`config.mk`:
```
export PLATFORM = sky130hd
export DESIGN_NAME = sdc_shift_divide
export DESIGN_NICKNAME = d
export VERILOG_FILES = /design/src/inc/sdc_pkg.sv /design/src/inc/sdc_cnt_if.sv /design/src/rtl/sdc_shift_divide.sv /design/src/rtl/sdc_down_counter.sv
export SDC_FILE = /design/constraint.sdc
export NUM_CORES = 1
export LEC_CHECK = 0
export ABC_AREA = 0
export BUFFER_PORTS_ARGS = -buffer_cell sky130_fd_sc_hd__buf_2
export CAP_MARGIN = 10
export CELL_PAD_IN_SITES_DETAIL_PLACEMENT = 1
export CELL_PAD_IN_SITES_GLOBAL_PLACEMENT = 1
export CORE_MARGIN = 3
export CORE_UTILIZATION = 35
export CTS_CLUSTER_SIZE = 10
export DETAILED_ROUTE_END_ITERATION = 10
export PLACE_DENSITY = 0.62
export SLEW_MARGIN = 20
export SYNTH_ARGS = -nofsm -noshare
export SYNTH_HDL_FRONTEND = slang
export SYNTH_SLANG_ARGS = --single-unit
```
`constraint.sdc`:
```
create_clock -name clk -period 4.5 [get_ports clk]
set_clock_uncertainty 0.15 [all_clocks]
set_input_delay 0.9 -clock clk [delete_from_list [all_inputs] [get_ports clk]]
set_output_delay 0.9 -clock clk [all_outputs]
set_load 0.01 [all_outputs]
```
`src/inc/sdc_pkg.sv`:
```
// Constants and types shared by the shift and divide control block
package sdc_pkg;

  // ----------------------------------------------------------------------
  // Widths
  // ----------------------------------------------------------------------
  localparam int WORD_W = 24;
  localparam int CNT_W = 5;
  localparam int BUS_W = 32;
  localparam int ADR_W = 8;

  // ----------------------------------------------------------------------
  // Register byte offsets
  // ----------------------------------------------------------------------
  localparam logic [ADR_W-1:0] OFS_INSTR = 8'h00;
  localparam logic [ADR_W-1:0] OFS_ACC = 8'h04;
  localparam logic [ADR_W-1:0] OFS_MEMIO = 8'h08;
  localparam logic [ADR_W-1:0] OFS_DIVISOR = 8'h0C;
  localparam logic [ADR_W-1:0] OFS_CMD = 8'h10;
  localparam logic [ADR_W-1:0] OFS_CWORD1 = 8'h14;
  localparam logic [ADR_W-1:0] OFS_CWORD2 = 8'h18;
  localparam logic [ADR_W-1:0] OFS_STATUS = 8'h1C;

  // ----------------------------------------------------------------------
  // Instruction and control word fields
  // ----------------------------------------------------------------------
  localparam int OPC_HI = 23;
  localparam int OPC_LO = 18;
  localparam int SUB_HI = 7;
  localparam int SUB_LO = 5;
  localparam int TYPE_HI = 13;
  localparam int TYPE_LO = 12;
  localparam int MODE_BIT = 11;
  localparam int CNT_HI = 4;
  localparam int CNT_LO = 0;
  localparam int XREG_HI = 13;
  localparam int XREG_LO = 9;
  localparam int WC_HI = 23;
  localparam int WC_LO = 14;

  // Operation codes (octal 06, 24, 25, 26, 27)
  localparam logic [5:0] OPC_SHIFT = 6'h06;
  localparam logic [5:0] OPC_REPEAT_MODE = 6'h14;
  localparam logic [5:0] OPC_ENDRPT = 6'h15;
  localparam logic [5:0] OPC_STORE_INDEX = 6'h16;
  localparam logic [5:0] OPC_LOAD_INDEX = 6'h17;

  // Shift sub-orders
  localparam logic [2:0] SUB_LSH = 3'h0;
  localparam logic [2:0] SUB_DIV = 3'h1;
  localparam logic [2:0] SUB_SCA = 3'h2;
  localparam logic [2:0] SUB_SCL = 3'h3;
  localparam logic [2:0] SUB_RSH = 3'h4;
  localparam logic [2:0] SUB_MUL = 3'h5;
  localparam logic [2:0] SUB_UNTIL_DIFF = 3'h6;

  // Command register bits
  localparam int CMD_GO = 0;
  localparam int CMD_RL1 = 1;
  localparam int CMD_STEP = 2;
  localparam int CMD_WBDONE = 3;

  // Status register bits
  localparam int ST_RC_LO = 5;
  localparam int ST_BUSY = 16;
  localparam int ST_DIFF = 17;
  localparam int ST_INIT = 18;
  localparam int ST_RLREQ = 19;
  localparam int ST_RELOAD = 20;
  localparam int ST_WBREQ = 21;
  localparam int ST_INHIBIT = 22;
  localparam int ST_REPEAT_MODE = 23;
  localparam int ST_STEP_LO = 24;

  localparam logic [1:0] RELOAD_LAST = 2'h2;

  typedef enum logic [2:0] {
    S_IDLE, S_CTRL1, S_CTRL2, S_CYC1, S_CYC2, S_TEST
  } sdc_state_type;

endpackage

```
`src/inc/sdc_cnt_if.sv`:
```
// Load, decrement and zero signals between control and a down counter
`timescale 1ns/10ps
interface sdc_cnt_if;
  logic load;
  logic [4:0] loadVal;
  logic dec;
  logic [4:0] count;
  logic zero;
  modport ctl (output load, output loadVal, output dec,
               input count, input zero);
  modport cnt (input load, input loadVal, input dec,
               output count, output zero);
endinterface

```
`src/rtl/sdc_shift_divide.sv`:
```
// Shift and divide control with its Wishbone register slave
`timescale 1ns/10ps

module sdc_shift_divide (
  input wire logic clk,
  input wire logic rst_n,
  input wire logic wb_cyc_i,
  input wire logic wb_stb_i,
  input wire logic wb_we_i,
  input wire logic [7:0] wb_adr_i,
  input wire logic [31:0] wb_dat_i,
  input wire logic [3:0] wb_sel_i,
  output logic [31:0] wb_dat_o,
  output logic wb_ack_o,
  output logic writeBackReq,
  output logic fetchInhibit,
  output logic reloadReq
);

  // ----------------------------------------------------------------------
  // Decode helpers
  // ----------------------------------------------------------------------
  // Byte-lane merge for the 24-bit data registers
  function automatic logic [23:0] mergeBytes(input logic [23:0] old,
                                             input logic [31:0] data,
                                             input logic [3:0] sel);
    logic [23:0] res;
    res = old;
    for (int i = 0; i < 3; i++) begin
      if (sel[i]) begin
        res[i*8 +: 8] = data[i*8 +: 8];
      end
    end
    return res;
  endfunction

  // Sub-orders that run the shift-cycle pair
  function automatic logic usesCycles(input logic [2:0] sub);
    return (sub == sdc_pkg::SUB_MUL) || (sub == sdc_pkg::SUB_DIV) ||
           (sub == sdc_pkg::SUB_UNTIL_DIFF);
  endfunction

  // Sub-orders that step the repeat counter
  function automatic logic stepsRepeat(input logic [2:0] sub);
    return (sub == sdc_pkg::SUB_LSH) || (sub == sdc_pkg::SUB_SCA) ||
           (sub == sdc_pkg::SUB_SCL) || (sub == sdc_pkg::SUB_UNTIL_DIFF);
  endfunction

  // ----------------------------------------------------------------------
  // State
  // ----------------------------------------------------------------------
  sdc_pkg::sdc_state_type state;
  logic [23:0] acc;
  logic [23:0] memIo;
  logic [23:0] divisor;
  logic [2:0] suborder;
  logic [1:0] shiftType;
  logic mode;
  logic bitsDiff;
  logic initiate;
  logic reload;
  logic [1:0] reloadStep;
  logic repeat_clear_add_mode;
  logic [31:0] readMux;

  sdc_cnt_if kIf ();
  sdc_cnt_if rcIf ();

  sdc_down_counter u_shift_cnt (.clk(clk), .rst_n(rst_n), .port(kIf));
  sdc_down_counter u_repeat_cnt (.clk(clk), .rst_n(rst_n), .port(rcIf));

  // ----------------------------------------------------------------------
  // Bus decode
  // ----------------------------------------------------------------------
  // A write lands on the edge that samples ack, as classic cycles expect
  logic req;
  logic wrTake;
  logic idle;
  logic wrInstr;
  logic wrCmd;
  logic wrCw1;
  logic wrCw2;
  logic [5:0] opcode;
  logic noIndex;
  logic goCmd;
  logic needInit;
  logic scaled;
  logic noShift;
  logic rcCounts;
  logic diffNow;
  logic rcStop;
  logic stopNow;
  logic endsWithWrite;
  logic [23:0] xShift;
  logic [24:0] divSum;
  logic [24:0] mulSum;

  assign req = wb_cyc_i & wb_stb_i;
  assign wrTake = req & wb_ack_o & wb_we_i;
  assign idle = (state == sdc_pkg::S_IDLE);
  assign wrInstr = wrTake & idle & (wb_adr_i == sdc_pkg::OFS_INSTR);
  assign wrCmd = wrTake & (wb_adr_i == sdc_pkg::OFS_CMD);
  assign wrCw1 = wrTake & idle & (wb_adr_i == sdc_pkg::OFS_CWORD1);
  assign wrCw2 = wrTake & idle & (wb_adr_i == sdc_pkg::OFS_CWORD2);
  assign opcode = wb_dat_i[sdc_pkg::OPC_HI:sdc_pkg::OPC_LO];
  assign noIndex = (wb_dat_i[sdc_pkg::XREG_HI:sdc_pkg::XREG_LO] == 5'h00);
  assign goCmd = wrCmd & idle & wb_dat_i[sdc_pkg::CMD_GO];

  // ----------------------------------------------------------------------
  // Start and stop conditions
  // ----------------------------------------------------------------------
  // Until-different and repeat type 1X wait on the initiate condition
  assign needInit = (suborder == sdc_pkg::SUB_UNTIL_DIFF) |
                    (repeat_clear_add_mode & shiftType[1]);
  assign scaled = ((suborder == sdc_pkg::SUB_SCA) & (acc[23] ^ acc[22])) |
                  ((suborder == sdc_pkg::SUB_SCL) &
                   (memIo[22] ^ memIo[21]));
  assign noShift = kIf.zero | scaled;
  assign rcCounts = ~mode & stepsRepeat(suborder);
  assign diffNow = (suborder == sdc_pkg::SUB_SCL) ?
                   (memIo[22] ^ memIo[21]) : (acc[23] ^ acc[22]);
  // Refill count exhausted in the shifts that own a refill count
  assign rcStop = rcCounts & rcIf.zero &
                  ((suborder == sdc_pkg::SUB_UNTIL_DIFF) |
                   ((suborder == sdc_pkg::SUB_LSH) & repeat_clear_add_mode &
                    ~shiftType[1]));
  assign stopNow = kIf.zero | rcStop |
                   (diffNow & ((suborder == sdc_pkg::SUB_UNTIL_DIFF) |
                               (suborder == sdc_pkg::SUB_SCA) |
                               (suborder == sdc_pkg::SUB_SCL)));
  assign endsWithWrite = (suborder == sdc_pkg::SUB_DIV) |
                         (suborder == sdc_pkg::SUB_MUL) |
                         (suborder == sdc_pkg::SUB_SCL);

  // Divide trial: the stored complement plus one subtracts the divisor
  assign xShift = {memIo[22:0], acc[23]};
  assign divSum = {1'b0, xShift} + {1'b0, divisor} + 25'h000_0001;
  assign mulSum = {1'b0, memIo} + (acc[0] ? {1'b0, divisor} : 25'h000_0000);

  // ----------------------------------------------------------------------
  // Counter controls
  // ----------------------------------------------------------------------
  always_comb begin
    kIf.load = wrInstr & (opcode == sdc_pkg::OPC_SHIFT);
    kIf.loadVal = wb_dat_i[sdc_pkg::CNT_HI:sdc_pkg::CNT_LO];
    kIf.dec = (state == sdc_pkg::S_CTRL1);
    rcIf.load = (wrInstr & (opcode == sdc_pkg::OPC_LOAD_INDEX) & noIndex) |
                wrCw1 | wrCw2;
    rcIf.loadVal = wb_dat_i[sdc_pkg::CNT_HI:sdc_pkg::CNT_LO];
    rcIf.dec = (state == sdc_pkg::S_CTRL1) & rcCounts;
  end

  // ----------------------------------------------------------------------
  // Shift timing chain
  // ----------------------------------------------------------------------
  // The cycle pair only runs for the three operations that need it
  always_ff @(posedge clk or negedge rst_n) begin
    if (!rst_n) begin
      state <= sdc_pkg::S_IDLE;
    end else begin
      unique case (state)
        sdc_pkg::S_IDLE: begin
          if (goCmd & ~noShift & (~needInit | rcIf.zero)) begin
            state <= sdc_pkg::S_CTRL1;
          end
        end
        sdc_pkg::S_CTRL1: begin
          state <= sdc_pkg::S_CTRL2;
        end
        sdc_pkg::S_CTRL2: begin
          state <= usesCycles(suborder) ? sdc_pkg::S_CYC1 :
                                          sdc_pkg::S_TEST;
        end
        sdc_pkg::S_CYC1: begin
          state <= sdc_pkg::S_CYC2;
        end
        sdc_pkg::S_CYC2: begin
          state <= sdc_pkg::S_TEST;
        end
        sdc_pkg::S_TEST: begin
          state <= stopNow ? sdc_pkg::S_IDLE :
                             sdc_pkg::S_CTRL1;
        end
        default: begin
          state <= sdc_pkg::S_IDLE;
        end
      endcase
    end
  end

  // ----------------------------------------------------------------------
  // Shift function register
  // ----------------------------------------------------------------------
  always_ff @(posedge clk or negedge rst_n) begin
    if (!rst_n) begin
      suborder <= sdc_pkg::SUB_LSH;
      shiftType <= 2'h0;
      mode <= 1'b0;
    end else if (wrInstr & (opcode == sdc_pkg::OPC_SHIFT)) begin
      suborder <= wb_dat_i[sdc_pkg::SUB_HI:sdc_pkg::SUB_LO];
      shiftType <= wb_dat_i[sdc_pkg::TYPE_HI:sdc_pkg::TYPE_LO];
      mode <= wb_dat_i[sdc_pkg::MODE_BIT];
    end
  end

  // ----------------------------------------------------------------------
  // Data registers
  // ----------------------------------------------------------------------
  // Software writes stand for memory reads; they are held off while busy
  always_ff @(posedge clk or negedge rst_n) begin
    if (!rst_n) begin
      acc <= '0;
      memIo <= '0;
    end else if (state == sdc_pkg::S_CTRL1) begin
      unique case (suborder)
        sdc_pkg::SUB_DIV: begin
          acc <= {acc[22:0], divSum[24]};
          memIo <= divSum[24] ? divSum[23:0] : xShift;
        end
        sdc_pkg::SUB_MUL: begin
          memIo <= mulSum[24:1];
          acc <= {mulSum[0], acc[23:1]};
        end
        sdc_pkg::SUB_SCL: begin
          memIo <= {memIo[22:0], acc[23]};
          acc <= {acc[22:0], memIo[23]};
        end
        sdc_pkg::SUB_RSH: begin
          acc <= {acc[0], acc[23:1]};
        end
        sdc_pkg::SUB_LSH, sdc_pkg::SUB_SCA, sdc_pkg::SUB_UNTIL_DIFF: begin
          acc <= {acc[22:0], acc[23]};
        end
        default: begin
          acc <= acc;
        end
      endcase
    end else if (goCmd & (suborder == sdc_pkg::SUB_MUL)) begin
      memIo <= '0;
    end else if (wrInstr & (opcode == sdc_pkg::OPC_STORE_INDEX) &
                 noIndex) begin
      memIo <= {19'h0_0000, rcIf.count};
    end else if (wrTake & idle) begin
      if (wb_adr_i == sdc_pkg::OFS_ACC) begin
        acc <= mergeBytes(acc, wb_dat_i, wb_sel_i);
      end
      if (wb_adr_i == sdc_pkg::OFS_MEMIO) begin
        memIo <= mergeBytes(memIo, wb_dat_i, wb_sel_i);
      end
    end
  end

  // Divisor is kept complemented for divide so the adder subtracts
  always_ff @(posedge clk or negedge rst_n) begin
    if (!rst_n) begin
      divisor <= '0;
    end else if (wrTake & idle & (wb_adr_i == sdc_pkg::OFS_DIVISOR)) begin
      divisor <= mergeBytes(divisor,
                            (suborder == sdc_pkg::SUB_DIV) ?
                            ~wb_dat_i : wb_dat_i, wb_sel_i);
    end
  end

  // ----------------------------------------------------------------------
  // Shift control flags
  // ----------------------------------------------------------------------
  always_ff @(posedge clk or negedge rst_n) begin
    if (!rst_n) begin
      bitsDiff <= 1'b0;
      initiate <= 1'b0;
    end else if (goCmd) begin
      bitsDiff <= 1'b0;
      initiate <= needInit & rcIf.zero;
    end else if ((state == sdc_pkg::S_TEST) & stopNow) begin
      bitsDiff <= diffNow & (suborder != sdc_pkg::SUB_DIV) &
                  (suborder != sdc_pkg::SUB_MUL);
      initiate <= 1'b0;
    end
  end

  // Write-back request and fetch inhibit; a set beats a same-cycle clear
  always_ff @(posedge clk or negedge rst_n) begin
    if (!rst_n) begin
      writeBackReq <= 1'b0;
      fetchInhibit <= 1'b0;
    end else begin
      if (wrCmd & wb_dat_i[sdc_pkg::CMD_WBDONE]) begin
        writeBackReq <= 1'b0;
        fetchInhibit <= 1'b0;
      end
      if (goCmd & noShift & endsWithWrite) begin
        writeBackReq <= 1'b1;
      end
      if ((state == sdc_pkg::S_TEST) & stopNow & endsWithWrite) begin
        writeBackReq <= 1'b1;
        if ((suborder == sdc_pkg::SUB_SCL) & diffNow) begin
          fetchInhibit <= 1'b1;
        end
      end
      if (wrInstr & (opcode == sdc_pkg::OPC_STORE_INDEX) & noIndex) begin
        writeBackReq <= 1'b1;
      end
    end
  end

  // ----------------------------------------------------------------------
  // Reload sequencing
  // ----------------------------------------------------------------------
  // Phase one is acknowledged by software; then three further steps
  always_ff @(posedge clk or negedge rst_n) begin
    if (!rst_n) begin
      reloadReq <= 1'b0;
      reload <= 1'b0;
      reloadStep <= 2'h0;
    end else begin
      if (wrCmd & wb_dat_i[sdc_pkg::CMD_RL1] & reloadReq) begin
        reloadReq <= 1'b0;
        reload <= 1'b1;
        reloadStep <= 2'h0;
      end else if (wrCmd & wb_dat_i[sdc_pkg::CMD_STEP] & reload) begin
        if (reloadStep == sdc_pkg::RELOAD_LAST) begin
          reload <= 1'b0;
          reloadStep <= 2'h0;
        end else begin
          reloadStep <= reloadStep + 2'h1;
        end
      end
      if ((state == sdc_pkg::S_TEST) & rcStop) begin
        reloadReq <= 1'b1;
      end
    end
  end

  // Repeat-clear-add mode flag
  always_ff @(posedge clk or negedge rst_n) begin
    if (!rst_n) begin
      repeat_clear_add_mode <= 1'b0;
    end else if (wrInstr & (opcode == sdc_pkg::OPC_REPEAT_MODE)) begin
      repeat_clear_add_mode <= 1'b1;
    end else if ((wrInstr & (opcode == sdc_pkg::OPC_ENDRPT)) |
                 ((wrCw1 | wrCw2) &
                  (wb_dat_i[sdc_pkg::CNT_HI:sdc_pkg::CNT_LO] == 5'h00)) |
                 (wrCw2 &
                  (wb_dat_i[sdc_pkg::WC_HI:sdc_pkg::WC_LO] == 10'h000))) begin
      repeat_clear_add_mode <= 1'b0;
    end
  end

  // ----------------------------------------------------------------------
  // Wishbone answer
  // ----------------------------------------------------------------------
  always_comb begin
    readMux = '0;
    unique case (wb_adr_i)
      sdc_pkg::OFS_ACC: readMux[23:0] = acc;
      sdc_pkg::OFS_MEMIO: readMux[23:0] = memIo;
      sdc_pkg::OFS_DIVISOR: readMux[23:0] = divisor;
      sdc_pkg::OFS_STATUS: begin
        readMux[4:0] = kIf.count;
        readMux[sdc_pkg::ST_RC_LO +: 5] = rcIf.count;
        readMux[12:10] = suborder;
        readMux[14:13] = shiftType;
        readMux[15] = mode;
        readMux[sdc_pkg::ST_BUSY] = ~idle;
        readMux[sdc_pkg::ST_DIFF] = bitsDiff;
        readMux[sdc_pkg::ST_INIT] = initiate;
        readMux[sdc_pkg::ST_RLREQ] = reloadReq;
        readMux[sdc_pkg::ST_RELOAD] = reload;
        readMux[sdc_pkg::ST_WBREQ] = writeBackReq;
        readMux[sdc_pkg::ST_INHIBIT] = fetchInhibit;
        readMux[sdc_pkg::ST_REPEAT_MODE] = repeat_clear_add_mode;
        readMux[sdc_pkg::ST_STEP_LO +: 2] = reloadStep;
      end
      default: readMux = '0;
    endcase
  end

  // One wait state; ack drops the cycle after it is given
  always_ff @(posedge clk or negedge rst_n) begin
    if (!rst_n) begin
      wb_ack_o <= 1'b0;
      wb_dat_o <= '0;
    end else begin
      wb_ack_o <= req & ~wb_ack_o;
      if (req & ~wb_ack_o) begin
        wb_dat_o <= readMux;
      end
    end
  end

endmodule

```
`src/rtl/sdc_down_counter.sv`:
```
// Five-bit double-rank down counter
`timescale 1ns/10ps
module sdc_down_counter (
  input wire logic clk,
  input wire logic rst_n,
  sdc_cnt_if.cnt port
);

  logic [4:0] rank;
  logic pending;

  // ----------------------------------------------------------------------
  // First rank takes the decremented value, second rank follows
  // ----------------------------------------------------------------------
  // Zero is only read after the transfer, so it never sees a half step
  always_ff @(posedge clk or negedge rst_n) begin
    if (!rst_n) begin
      rank <= '0;
      pending <= 1'b0;
      port.count <= '0;
    end else if (port.load) begin
      rank <= port.loadVal;
      pending <= 1'b0;
      port.count <= port.loadVal;
    end else if (port.dec) begin
      rank <= port.count - 5'h01;
      pending <= 1'b1;
    end else if (pending) begin
      port.count <= rank;
      pending <= 1'b0;
    end
  end

  // Zero indication
  assign port.zero = (port.count == 5'h00);

endmodule

```
==> impl_metrics.yaml <==
final_layout:
  utilization_pct: 40.3
  final_common_cell: "nand2_1"
  final_cell_mix: "nand2_1, dfrtp_1, o21ai_0, a21oi_1, nor2_1"
  layout-drive-gt1-share_pct: 11.9
  areaGrowthSynthToFinish_pct: 12.8
  layout.nets: 1475
  layout.cells.non_filler: 1775
  antennaDiodeCount: 0
logic_synthesis:
  synth_area_per_cell_sq_um: 8.01
  synth-edff-count: 0
  post_synth_instance_area_sq_um: 10700
  async_reset_ff_share_pct: 100
  seq_area_frac_synth_pct: 32.6
  ys_ff_latch: 139
  synth_flop_cell: "dfrtp_1"
  synth_cell_type_count: 87
  yosysWarningCount: 0
  synth_cells: 1333
worst_setup_path:
  crit_buf_inv: 1
  start_kind: "flop"
  worstPathCellList: "and2_1 -> ha_1 -> inv_1 -> fa_1 -> nor2b_1 -> o31a_1 -> o21ai_1 -> o311a_1 -> a211oi_1 -> nor2_1 -> or3_1 -> a221oi_1"
  critPathKind: "flop to flop"
  reg2reg_depth: 12
  arrival_ns: 3.99
  max_stage_delay_ns: 0.51
  path_depth: 12
  critPathMaxFanout: 7
  path_delay_family: "compound AO/OA/AOI/OAI gates"
  cp-end-kind: "flop"
  cp_slowest_cell: "dfrtp_1"
  critPathRequiredTime_ns: 4.69
worst_hold_path:
  whs_path_depth: 2
  hp-class: "flop to flop"
floorplan:
  core_area_sq_um: 29900
  die_y_microns: 181
  rows: 63
  start_util_pct: 35.7
  boundaryPins: 85
  die_width_microns: 181
  dieArea_sq_um: 32600
timing:
  worst_slew_pin_slew_ns: 1.03
  period_share_pct: 84.5
  period_needed_ns: 3.80
  finalSetupTns_ns: 0
  final_hold_viol_count: 0
  slew_headroom_pct: 31.1
  max_freq_mhz: 263
  rsz0062_at_grt: "no"
  setup_viol: 0
  slew_violations: 0
grt:
  met2_usage_pct: 41.2
  grt_pass1_wl_mm: 64.2
  antenna_found_initial: 0
  grt_pass1_vias: 10500
  global_route.usage.met3_pct: 4.26
  grt_use_met1_pct: 34.8
  overflow: 0
  grt.busiest_layer: "met2"
  groute.usage.overall_pct: 25.3
  grt_max_degree: 91
routing:
  viasPerCell: 5.84
  routed_wl_mm: 41.6
  drc: 0
  drtIter0Drc: 688
  avgRoutedWirePerCell_microns: 23.4
  dr.pass1.iters: 5
  ant_nets: 0
  num_vias: 10400
clock_tree:
  cts-htree-levels: 4
  clk_path_buf_depth: 2
  cts_setup_buffers: 0
  cts.sinks: 139
  cts_resized: 0
  cts_tree: "yes"
  clk_latency_ns: 0.44
  cts_hold_buf: 0
  cts_made_buffers: 17
  ctsRootBufferMaster: "clkbuf_16"
  clkTransAtPathRegs_ns: 0.06
placed_design:
  hpwl_mm: 31.8
  placedCellCount: 1743
  portBuffers: 69
  gp_congestion: 0.874
power_and_ir_drop:
  peakVddDrop_mv: 0.262
  p_per_area_nw_per_um2: 382
  leakage_uw: 0.00519
flow_run:
  drv_cap: 0
outcome:
  status: "finished clean"
[registers in the layout, summed over array words and instances, names as in the netlist, 2 cells and up]
name / flops
suborder: 3
u_repeat_cnt.port.count: 5
state: 3
shiftType: 2
u_repeat_cnt.rank: 5
divisor: 24
acc: 24
reloadStep: 2
u_shift_cnt.port.count: 5
memIo: 24
u_shift_cnt.rank: 5
wb_dat_o: 26
[final cells by class]
| class | count | area (sq um) |
|---|---|---|
| inverters | 19 | 71.3 |
| multi-input cells | 1099 | 6810 |
| well taps | 390 | 488 |
| repair buffers | 96 | 554 |
| clock inverters | 11 | 166 |
| clock buffers | 21 | 470 |
| fillers | 3629 | 17800 |
| flip-flops and latches | 139 | 3480 |
[worst reg2reg max path, stage by stage, from the launching register on]
cell and delay (ns):
dfrtp_1 0.51, and2_1 0.18, ha_1 0.24, inv_1 0.08
fa_1 0.45, nor2b_1 0.22, o31a_1 0.20, o21ai_1 0.16
o311a_1 0.43, a211oi_1 0.36, nor2_1 0.06, or3_1 0.36
a221oi_1 0.28
[power breakdown]
part	switching, uW	internal (uW)	total, uW
Sequential	264	1470	1730
Clock	589	970	1560
Combinational	828	481	1310
Total	1680	2920	4600
[path summary, 6_finish.rpt]
path / from / endpoint / slack [ns]
worst min register to register: u_repeat_cnt.rank[4] / u_repeat_cnt.rank[4] / 0.33
worst max register to register: acc[0] / memIo[13] / 0.70
min in group asynchronous: rst_n / memIo[21] / 0.41
max in group asynchronous: rst_n / u_shift_cnt.port.count[3] / 2.91
worst min-delay path: u_repeat_cnt.rank[4] / u_repeat_cnt.rank[4] / 0.33
worst max-delay path: acc[0] / memIo[13] / 0.70
[synth_stat cells, types with 13 or more instances]
master	number	share of area [%]
nand2_1	249	8.8
dfrtp_1	139	33
o21ai_0	119	5.6
a21oi_1	108	5.1
nor2_1	96	3.4
clkbuf_1	56	2.0
ha_1	52	6.1
xnor2_1	46	3.8
mux2i_1	38	3.6
nand3_1	36	1.7
and2_1	33	1.9
a221oi_1	30	2.5
xor2_1	22	1.8
a21o_1	19	1.3
a31oi_1	19	1.1
inv_1	19	0.67
nor3_1	16	0.75
a211oi_1	15	1.1
o21ai_1	14	0.66
and3_1	13	0.76
[through the flow]
step           area, sq um  power [uW]  hold slack, ns  worst slack [ns]
6_report             12000        4600           0.327             0.698
5_1_grt              12000        4880           0.347             0.339
4_1_cts              12000        4610           0.329             0.679
3_5_place_dp         11400        3050           0.315             0.706
3_3_place_gp         11400        3010           0.310             0.760
2_1_floorplan        10700        2580           0.288              1.08
[layer usage]
layer,vias to the layer above,part of all wire [%]
met2,222,47
met1,5216,46
li1,4876,-
met3,59,4.3
met4,0,2.3
met5,-,0
[logic make-up after synthesis]
family | after synthesis | share of synthesized area, %
adder cells (fa/ha/maj) | 54 | 6.47
XOR/XNOR | 68 | 5.58
other | 1 | 0.0351
multiplexers | 46 | 4.41
buffers and inverters | 100 | 4.04
AND/OR/NAND/NOR | 516 | 22.6
AO/OA/AOI/OAI | 409 | 24.3
flip-flops | 139 | 32.6
Note: power is estimated with default switching activity, not from simulation.
